`src/include/sensor_path_pkg.sv`:
```
// Constants for the linearization, trim, clamp and PWM output path
package sensor_path_pkg;
  // ----------------------------------------------------------------
  // Configuration word map
  // ----------------------------------------------------------------
  localparam logic [7:0] CLAMP_ADDR = 8'h08;
  localparam logic [7:0] LIN_BASE_ADDR = 8'h0A;
  localparam logic [7:0] LIN_CTRL_ADDR = 8'h12;
  localparam logic [7:0] TRIM_ADDR = 8'h13;
  localparam logic [7:0] OUT_CFG_ADDR = 8'h14;
  localparam int WORD_W = 26;
  localparam int LIN_WORDS = 9;
  localparam logic [25:0] WORD_RESET = 26'h0000000;
  // ----------------------------------------------------------------
  // Field positions
  // ----------------------------------------------------------------
  localparam int ENT_W = 13;
  localparam int LINT_E_BIT = 13;
  localparam int BIN_E_BIT = 14;
  localparam int OUT_INV_BIT = 15;
  localparam int IN_INV_BIT = 16;
  localparam int HYST_LSB = 17;
  localparam int HYST_W = 8;
  localparam int SCALAR_BIT = 25;
  localparam int SENS_LSB = 0;
  localparam int QVO_LSB = 12;
  localparam int TRIM_W = 12;
  localparam int CLAMPH_LSB = 0;
  localparam int CLAMPL_LSB = 12;
  localparam int FMT_LSB = 0;
  localparam int FMT_W = 3;
  localparam int RATE_LSB = 3;
  localparam int RATE_W = 4;
  // ----------------------------------------------------------------
  // Encodings and scaling
  // ----------------------------------------------------------------
  localparam logic [2:0] FMT_PWM = 3'h0;
  localparam logic signed [18:0] LOC_MID = 19'sh01000;
  localparam int LOC_SHIFT = 3;
  localparam int COEF_SHIFT = 2;
  localparam int SEG_FRAC_W = 12;
  localparam int SENS_SHIFT = 11;
  localparam logic [3:0] CLAMPH_FILL = 4'hF;
  localparam logic [3:0] CLAMPL_FILL = 4'h0;
  localparam int PWM_FULL_BITS = 16;
endpackage

```
`src/hw/bin_lut_trim_clamp_pwm_path.sv`:
```
// Linearization, post trim, clamp and PWM output stage of the sensor path
`timescale 1ns/1ns
// Summary of operation
// - Binning selected: no interpolation, emit discrete level of matched bin.
// - Edge is 8*(loc-4096); below first edge -32768 if loc0 nonzero; top is level 7.
// - Hysteresis lowers bin edges only while the signal is falling.
// - Word 0x12 bit 13 enables the linearization table.
// - Word 0x12 bit 14 picks binning mode, else interpolated mode.
// - Word 0x12 bit 15 inverts the linearization output.
// - Word 0x12 bit 16 inverts the linearization input.
// - Hysteresis amount is word 0x12 bits 24:17.
// - Word 0x12 bit 25 doubles the linearization levels and interpolated corrections; bin edges are not doubled.
// - Trim output is value times one plus gain, plus offset, 16-bit signed.
// - Gain trim is word 0x13 bits 11:0, steps of 2^-11.
// - Offset trim is word 0x13 bits 23:12, steps of 16 LSB.
// - Trimmed signed value becomes unsigned by adding 32768.
// - Above upper limit gives upper, below lower gives lower, else pass.
// - Upper limit is word 0x8 bits 11:0 in steps of 16.
// - Lower limit is word 0x8 bits 23:12 in steps of 16.
// - Clamp passes a 16-bit unsigned value to output formatting.
// - PWM is fixed frequency with duty proportional to clamped value.
// - Output format field word 0x14 bits 2:0 equal zero selects PWM.
// - Word 0x14 bits 6:3 set the PWM carrier frequency.
// - During serial programming the pin carries programming traffic, not output.
// - Bin locations are 13-bit unsigned, offset by 4096 from signed input.
// - Interpolated mode uses 17 evenly spaced points with linear interpolation.
module bin_lut_trim_clamp_pwm_path #(
  parameter int PWM_CNT_BITS = 16
) (
  input wire logic clk_sys,
  input wire logic srst,
  input wire logic cfg_wr_en,
  input wire logic [7:0] cfg_addr,
  input wire logic [25:0] cfg_wdata,
  output logic [25:0] cfg_rdata,
  input wire logic y2_valid,
  input wire logic signed [15:0] y2_in,
  output logic y6_valid,
  output logic [15:0] y6_out,
  input wire logic prog_active,
  input wire logic prog_drive_low,
  output logic prog_rx,
  input wire logic out_pin_i,
  output logic out_pin_o,
  output logic out_pin_oe
);
  // ----------------------------------------------------------------
  // Elaboration check
  // ----------------------------------------------------------------
  generate
    if (PWM_CNT_BITS < 4 || PWM_CNT_BITS > sensor_path_pkg::PWM_FULL_BITS)
    begin : g_bad
      $error("PWM_CNT_BITS must be 4 to 16");
    end
  endgenerate

  // ----------------------------------------------------------------
  // Configuration words
  // ----------------------------------------------------------------
  logic [25:0] lin_word [0:sensor_path_pkg::LIN_WORDS-1];
  logic [25:0] clamp_limits_word;
  logic [25:0] post_trim_word;
  logic [25:0] output_config_word;
  logic [7:0] lin_idx;

  assign lin_idx = cfg_addr - sensor_path_pkg::LIN_BASE_ADDR;

  always_ff @(posedge clk_sys)
  begin
    if (srst)
    begin
      for (int i = 0; i < sensor_path_pkg::LIN_WORDS; i++)
        lin_word[i] <= sensor_path_pkg::WORD_RESET;
      clamp_limits_word <= sensor_path_pkg::WORD_RESET;
      post_trim_word <= sensor_path_pkg::WORD_RESET;
      output_config_word <= sensor_path_pkg::WORD_RESET;
    end
    else if (cfg_wr_en)
    begin
      if (cfg_addr >= sensor_path_pkg::LIN_BASE_ADDR && cfg_addr <= sensor_path_pkg::LIN_CTRL_ADDR)
        lin_word[lin_idx[3:0]] <= cfg_wdata;
      else if (cfg_addr == sensor_path_pkg::CLAMP_ADDR)
        clamp_limits_word <= cfg_wdata;
      else if (cfg_addr == sensor_path_pkg::TRIM_ADDR)
        post_trim_word <= cfg_wdata;
      else if (cfg_addr == sensor_path_pkg::OUT_CFG_ADDR)
        output_config_word <= cfg_wdata;
    end
  end

  // Unmapped addresses read as zero
  always_ff @(posedge clk_sys)
  begin
    if (srst)
      cfg_rdata <= sensor_path_pkg::WORD_RESET;
    else if (cfg_addr >= sensor_path_pkg::LIN_BASE_ADDR
             && cfg_addr <= sensor_path_pkg::LIN_CTRL_ADDR)
      cfg_rdata <= lin_word[lin_idx[3:0]];
    else if (cfg_addr == sensor_path_pkg::CLAMP_ADDR)
      cfg_rdata <= clamp_limits_word;
    else if (cfg_addr == sensor_path_pkg::TRIM_ADDR)
      cfg_rdata <= post_trim_word;
    else if (cfg_addr == sensor_path_pkg::OUT_CFG_ADDR)
      cfg_rdata <= output_config_word;
    else
      cfg_rdata <= sensor_path_pkg::WORD_RESET;
  end

  logic [25:0] ctrl;
  logic lint_en, bin_en, out_inv, in_inv, scalar;
  logic [7:0] hyst;

  assign ctrl = lin_word[sensor_path_pkg::LIN_WORDS-1];
  assign lint_en = ctrl[sensor_path_pkg::LINT_E_BIT];
  assign bin_en = ctrl[sensor_path_pkg::BIN_E_BIT];
  assign out_inv = ctrl[sensor_path_pkg::OUT_INV_BIT];
  assign in_inv = ctrl[sensor_path_pkg::IN_INV_BIT];
  assign hyst = ctrl[sensor_path_pkg::HYST_LSB +: sensor_path_pkg::HYST_W];
  assign scalar = ctrl[sensor_path_pkg::SCALAR_BIT];

  // Table entry n: word n/2, low or high 13-bit half
  function automatic logic [12:0] entry(input logic [4:0] n);
    logic [25:0] w;
    w = lin_word[n[4:1]];
    entry = n[0] ? w[25:13] : w[12:0];
  endfunction

  // Saturate a wide signed result to 16 bits
  function automatic logic signed [15:0] sat16(input logic signed [18:0] v);
    if (v > 19'sh07FFF)
      sat16 = 16'sh7FFF;
    else if (v < -19'sh08000)
      sat16 = -16'sh8000;
    else
      sat16 = v[15:0];
  endfunction

  // ----------------------------------------------------------------
  // Direction tracking for hysteresis
  // ----------------------------------------------------------------
  logic signed [15:0] lin_in;
  logic signed [15:0] prev_in;
  logic falling;
  logic dir_fall;

  assign lin_in = in_inv ? ~y2_in : y2_in;
  assign dir_fall = lin_in < prev_in || (lin_in == prev_in && falling);

  // Equal samples keep the last direction so a flat signal does not chatter
  always_ff @(posedge clk_sys)
  begin
    if (srst)
    begin
      prev_in <= 16'sh0000;
      falling <= 1'b0;
    end
    else if (y2_valid)
    begin
      prev_in <= lin_in;
      falling <= dir_fall;
    end
  end

  // ----------------------------------------------------------------
  // Binning mode
  // ----------------------------------------------------------------
  logic signed [18:0] hyst_amt;
  logic signed [18:0] in19;
  logic signed [15:0] bin_out;

  assign hyst_amt = dir_fall ? $signed({10'h000, hyst, 1'b0}) : 19'sh00000;
  assign in19 = {{3{lin_in[15]}}, lin_in};

  always_comb
  begin
    logic signed [18:0] thr;
    logic signed [18:0] lvl;
    logic [2:0] idx;
    logic hit;
    thr = 19'sh00000;
    lvl = 19'sh00000;
    idx = 3'h0;
    hit = 1'b0;
    for (int x = 0; x < 8; x++)
    begin
      thr = ($signed({6'h00, entry(5'(x))}) - sensor_path_pkg::LOC_MID)
            <<< sensor_path_pkg::LOC_SHIFT;
      thr = thr - hyst_amt;
      if (in19 > thr)
      begin
        idx = 3'(x);
        hit = 1'b1;
      end
    end
    lvl = ($signed({6'h00, entry({2'b01, idx})}) - sensor_path_pkg::LOC_MID)
          <<< sensor_path_pkg::LOC_SHIFT;
    if (scalar)
      lvl = lvl <<< 1;
    if (!hit && entry(5'h00) != 13'h0000)
      bin_out = -16'sh8000;
    else
      bin_out = sat16(lvl);
  end

  // ----------------------------------------------------------------
  // Interpolated mode
  // ----------------------------------------------------------------
  logic signed [15:0] interp_out;

  always_comb
  begin
    logic [15:0] ux;
    logic [3:0] seg;
    logic signed [13:0] k_lo;
    logic signed [13:0] diff;
    logic signed [27:0] prod;
    logic signed [18:0] delta;
    ux = {~lin_in[15], lin_in[14:0]};
    seg = ux[15:12];
    k_lo = $signed(entry({1'b0, seg}));
    diff = $signed(entry(5'(seg) + 5'h01)) - k_lo;
    prod = 28'(diff) * $signed({16'h0000, ux[11:0]});
    delta = 19'(k_lo) + 19'(prod >>> sensor_path_pkg::SEG_FRAC_W);
    delta = delta <<< sensor_path_pkg::COEF_SHIFT;
    if (scalar)
      delta = delta <<< 1;
    interp_out = sat16(in19 + delta);
  end

  // ----------------------------------------------------------------
  // Linearization stage register
  // ----------------------------------------------------------------
  logic signed [15:0] y3;
  logic y3_valid;

  always_ff @(posedge clk_sys)
  begin
    if (srst)
    begin
      y3 <= 16'sh0000;
      y3_valid <= 1'b0;
    end
    else
    begin
      y3_valid <= y2_valid;
      if (y2_valid)
      begin
        if (!lint_en)
          y3 <= y2_in;
        else if (bin_en)
          y3 <= out_inv ? ~bin_out : bin_out;
        else
          y3 <= out_inv ? ~interp_out : interp_out;
      end
    end
  end

  // ----------------------------------------------------------------
  // Post trim and clamp
  // ----------------------------------------------------------------
  logic signed [11:0] sens;
  logic signed [11:0] qvo;
  logic signed [27:0] gain_prod;
  logic signed [18:0] y4_wide;
  logic signed [15:0] y4;
  logic [15:0] y5;
  logic [15:0] clamp_hi;
  logic [15:0] clamp_lo;
  logic [15:0] next_y6;

  assign sens = post_trim_word[sensor_path_pkg::SENS_LSB +: sensor_path_pkg::TRIM_W];
  assign qvo = post_trim_word[sensor_path_pkg::QVO_LSB +: sensor_path_pkg::TRIM_W];
  assign gain_prod = 28'(y3) * 28'(sens);
  assign y4_wide = 19'(y3) + 19'(gain_prod >>> sensor_path_pkg::SENS_SHIFT)
                   + 19'($signed({qvo, 4'h0}));
  assign y4 = sat16(y4_wide);
  assign y5 = {~y4[15], y4[14:0]};
  assign clamp_hi = {clamp_limits_word[sensor_path_pkg::CLAMPH_LSB +: 12],
                     sensor_path_pkg::CLAMPH_FILL};
  assign clamp_lo = {clamp_limits_word[sensor_path_pkg::CLAMPL_LSB +: 12],
                     sensor_path_pkg::CLAMPL_FILL};

  // Upper limit is tested first, so a crossed pair still gives a fixed answer
  always_comb
  begin
    if (y5 > clamp_hi)
      next_y6 = clamp_hi;
    else if (y5 < clamp_lo)
      next_y6 = clamp_lo;
    else
      next_y6 = y5;
  end

  always_ff @(posedge clk_sys)
  begin
    if (srst)
    begin
      y6_out <= 16'h0000;
      y6_valid <= 1'b0;
    end
    else
    begin
      y6_valid <= y3_valid;
      if (y3_valid)
        y6_out <= next_y6;
    end
  end

  // ----------------------------------------------------------------
  // PWM output
  // ----------------------------------------------------------------
  logic [3:0] rate;
  logic [3:0] prescale;
  logic [PWM_CNT_BITS-1:0] pwm_cnt;
  logic [PWM_CNT_BITS-1:0] duty;
  logic pwm_mode;
  logic tick;

  assign rate = output_config_word[sensor_path_pkg::RATE_LSB +: sensor_path_pkg::RATE_W];
  assign pwm_mode = output_config_word[sensor_path_pkg::FMT_LSB +: sensor_path_pkg::FMT_W]
                    == sensor_path_pkg::FMT_PWM;
  assign tick = prescale >= rate;

  // Period is 2^PWM_CNT_BITS ticks, one tick per rate+1 clocks
  always_ff @(posedge clk_sys)
  begin
    if (srst)
      prescale <= 4'h0;
    else if (tick)
      prescale <= 4'h0;
    else
      prescale <= prescale + 4'h1;
  end

  // Duty is sampled only at the wrap so a period never shows two values
  always_ff @(posedge clk_sys)
  begin
    if (srst)
    begin
      pwm_cnt <= '0;
      duty <= '0;
    end
    else if (tick)
    begin
      pwm_cnt <= pwm_cnt + PWM_CNT_BITS'(1);
      if (pwm_cnt == '1)
        duty <= y6_out[15 -: PWM_CNT_BITS];
    end
  end

  // Open drain: the pin is only ever pulled low, high is the released state
  always_ff @(posedge clk_sys)
  begin
    if (srst)
      out_pin_oe <= 1'b0;
    else if (prog_active)
      out_pin_oe <= prog_drive_low;
    else if (pwm_mode)
      out_pin_oe <= pwm_cnt >= duty;
    else
      out_pin_oe <= 1'b0;
  end

  assign out_pin_o = 1'b0;
  assign prog_rx = prog_active & out_pin_i;
endmodule

```
`config.mk`:
```
export PLATFORM = sky130hd
export DESIGN_NAME = bin_lut_trim_clamp_pwm_path
export DESIGN_NICKNAME = d
export VERILOG_FILES = /design/src/include/sensor_path_pkg.sv /design/src/hw/bin_lut_trim_clamp_pwm_path.sv
export SDC_FILE = /design/constraint.sdc
export NUM_CORES = 2
export LEC_CHECK = 0
export BUFFER_PORTS_ARGS = -buffer_cell sky130_fd_sc_hd__buf_2
export CORE_UTILIZATION = 59
export CTS_CLUSTER_DIAMETER = 100
export DETAILED_ROUTE_END_ITERATION = 10
export PLACE_DENSITY = 0.86
export SETUP_SLACK_MARGIN = 0.05
export SLEW_MARGIN = 20
export SYNTH_ARGS = -nofsm -noshare
export SYNTH_HDL_FRONTEND = slang
export SYNTH_SLANG_ARGS = --single-unit
```
`constraint.sdc`:
```
create_clock -name clk_sys -period 14.2 [get_ports clk_sys]
set_input_delay 0.71 -clock clk_sys [delete_from_list [all_inputs] [get_ports clk_sys]]
set_output_delay 0.71 -clock clk_sys [all_outputs]
set_load 0.02 [all_outputs]
```
==> flow_metrics.py <==
metrics = {
    "synth": {
        "synth-async-reset-ratio_pct": 0,
        "synth_flop_cell": "edfxtp_1",
        "syn_nets": 6185,
        "yosysUniqueCellTypes": 99,
        "synth_top_area_cell": "edfxtp_1",
        "synth_area_sq_um": 54300,
        "syn-mean-instance-area_sq_um": 10.09,
        "yosys_warnings": 0,
        "synth_area_leaders": "edfxtp_1 23%, fa_1 13%, mux4_2 10%, ha_1 9.1%, dfxtp_1 7.1%",
        "syn_inst": 5381,
        "ys_seq_area_share_pct": 30.08,
        "synth_edf_count": 416,
        "synth_most_common_cell": "nand2_1",
        "netlist.area_leader.share_pct": 23.01,
        "synth_commonest_cells": "630 x nand2_1, 562 x inv_1, 416 x edfxtp_1",
        "synth_seq_cells": 608,
    },
    "finish": {
        "stdcell_area_sq_um": 59500,
        "area_growth_pct": 9.567,
        "fillers": 6581,
        "drive_gt1_share_pct": 13.92,
        "nets": 6261,
        "final_cells": 6698,
    },
    "route": {
        "detail_route.wl_per_cell_um": 27.01,
        "routed.top_layer": "met5",
        "wl_met3_um": 26420,
        "via_count": 45480,
        "drt_drc_violations_left": 4,
        "met1_length_um": 63020,
        "drtIter0Drc": 6419,
        "viasPerCell": 6.790,
        "drtPass1Iterations": 11,
        "antenna_left": 0,
        "wl_met2_um": 79060,
        "drt-total-wl_um": 180900,
    },
    "placement": {
        "dpl.hpwl_um": 133800,
        "dp.cells": 6536,
        "placed_area_sq_um": 56730,
        "port_buffers": 101,
        "place_congestion": 1.085,
    },
    "worst_setup_path": {
        "criticalPathCategory": "reg2reg",
        "path_delay_family": "compound AO/OA/AOI/OAI gates",
        "max_stage_delay_ns": 0.61,
        "crit_top_cell": "a21o_1",
        "critPathMaxFanout": 17,
        "worstSetupStartpointType": "flip-flop",
        "slowest_stage": "mux4_2",
        "cp-end-kind": "flip-flop",
        "required_ns": 14.73,
        "crit_buf_inv": 13,
        "cp.arrival_ns": 14.11,
    },
    "floorplanning": {
        "die_y_um": 305.4,
        "die_w_um": 305.4,
        "dieArea_sq_um": 93250,
        "core-area_sq_um": 90560,
        "io_pins": 103,
        "rows": 110,
        "start_util_pct": 59.96,
    },
    "timing": {
        "clock_skew_ns": 0.03472,
        "fmax_mhz": 73.65,
        "slew_headroom_pct": 12.94,
        "rsz0062_at_grt": "yes",
        "setup_violations": 0,
        "finalCriticalPeriod_ns": 13.58,
        "worst_pin_slew_ns": 1.273,
        "finalHoldViolCount": 0,
        "post-route-period-util_pct": 95.62,
        "slew_violations": 0,
    },
    "clocking": {
        "cts_made_buffers": 67,
        "cts_sinks": 608,
        "cts_tree": "done",
        "root_buffer": "clkbuf_16",
        "clockBufferDepth": 3,
        "clk_pin_slew_worst_paths_ns": 0.06,
        "cts_htree_levels": 3,
        "insertion_delay_ns": 0.64,
    },
    "grt": {
        "grt_pass1_wl_um": 271400,
        "grt_overflow": 0,
        "grtUsageTotal_pct": 38.55,
        "grt_max_degree": 77,
        "grt_pass1_vias": 45060,
        "antenna_found_initial": 15,
    },
    "worst_hold_path": {
        "hold_class": "in2reg",
    },
    "run_status": {
        "violations": "DRC",
        "status": "finished, violations left",
    },
    "run": {
        "maxCapViolCount": 0,
    },
}
-- per-stage QoR --
| step | setup WS, ns | hold WS (ns) | setup TNS (ns) | utilization (%) |
|---|---|---|---|---|
| floorplan | 0.06690 | 0.4300 | 0 | - |
| global placement | 0.2521 | 0.4389 | 0 | 62.64 |
| detailed placement | 0.03535 | 0.4469 | 0 | 62.64 |
| CTS | 0.1327 | 0.3915 | 0 | 65.20 |
| global route | -0.09155 | 0.3995 | -0.2341 | 65.67 |
| finish | 0.6217 | 0.3960 | 0 | 65.70 |
-- routing by layer --
layer	up-vias	track usage, %
met2	3573	57.73
met5	-	0
met4	14	22.33
met3	844	12.51
li1	19060	-
met1	21990	49.12
-- cell type report --
| class | count | area [sq um] | area share, % |
|---|---|---|---|
| Tap cell | 1176 | 1471 | 2.473 |
| Sequential cell | 608 | 16340 | 27.46 |
| Timing Repair Buffer | 303 | 2166 | 3.640 |
| Clock buffer | 91 | 1884 | 3.167 |
| Inverter | 566 | 2127 | 3.575 |
| Clock inverter | 33 | 432.9 | 0.7276 |
| Multi-Input combinational cell | 3911 | 35050 | 58.92 |
| Antenna cell | 10 | 25.02 | 0.04206 |
-- state kept, by name (all words and copies together) (netlist names) --
register	cells
output_config_word	26
clamp_limits_word	26
pwm_cnt	16
y3_valid	1
out_pin_oe	1
y6_out	16
post_trim_word	26
y3	16
falling	1
prev_in	16
lin_word	416
y6_valid	1
prescale	4
duty	16
cfg_rdata	26
-- cells by family (layout without fill, tap and decap cells) --
logic type	count (synthesis)	count (layout)	synth area share (%)
AND/OR/NAND/NOR	1682	1683	14.96
AO/OA/AOI/OAI	946	946	11.84
buffers and inverters	863	993	6.028
adder cells (fa/ha/maj)	749	749	22.09
flip-flops	608	608	30.08
multiplexers	272	272	10.59
XOR/XNOR	260	260	4.406
other	1	11	0.006906
-- placed cells by master (no fill, tap or decap), drive strengths merged, types with 50 or more instances in the layout --
cell,netlist,routed
buf,39,302
ha,397,397
fa,350,350
o21ai,160,160
a21oi,254,254
inv,563,573
nor3,59,59
xnor2,172,172
nand3,69,69
xor2,81,81
edfxtp,416,416
a21o,111,111
and2,316,316
mux4,241,241
a211oi,64,64
dfxtp,192,192
clkbuf,258,92
nand2,631,631
nor2,312,313
nand2b,50,50
-- path summary, 6_finish.rpt --
check,end,startpoint,slack [ns],cells after the start
hold reg to reg,duty[5],duty[5],0.46,2
hold / removal,out_pin_oe,prog_drive_low,0.40,3
setup reg to reg,y3[9],lin_word[8][16],0.62,65
setup / recovery,y3[9],lin_word[8][16],0.62,65
-- worst reg2reg max path, delay by kind of cell (launching register included) --
kind                     cells  cell delay [ns]
AND/OR/NAND/NOR             12             1.45
XOR/XNOR                     5             0.84
adder cells (fa/ha/maj)      9             3.66
AO/OA/AOI/OAI               24             4.20
multiplexers                 2             1.16
buffers and inverters       13             1.75
flip-flops                   1             0.43
-- repair_timing --
item                       4_1_cts  5_1_grt
resized for setup                0       50
setup endpoints to repair        0       16
hold buffers                     0        0
buffers inserted                 0       25
Power is left out: the tool's default activity adds up to more than one toggle a clock period on the data nets, which glitch-free logic cannot reach.
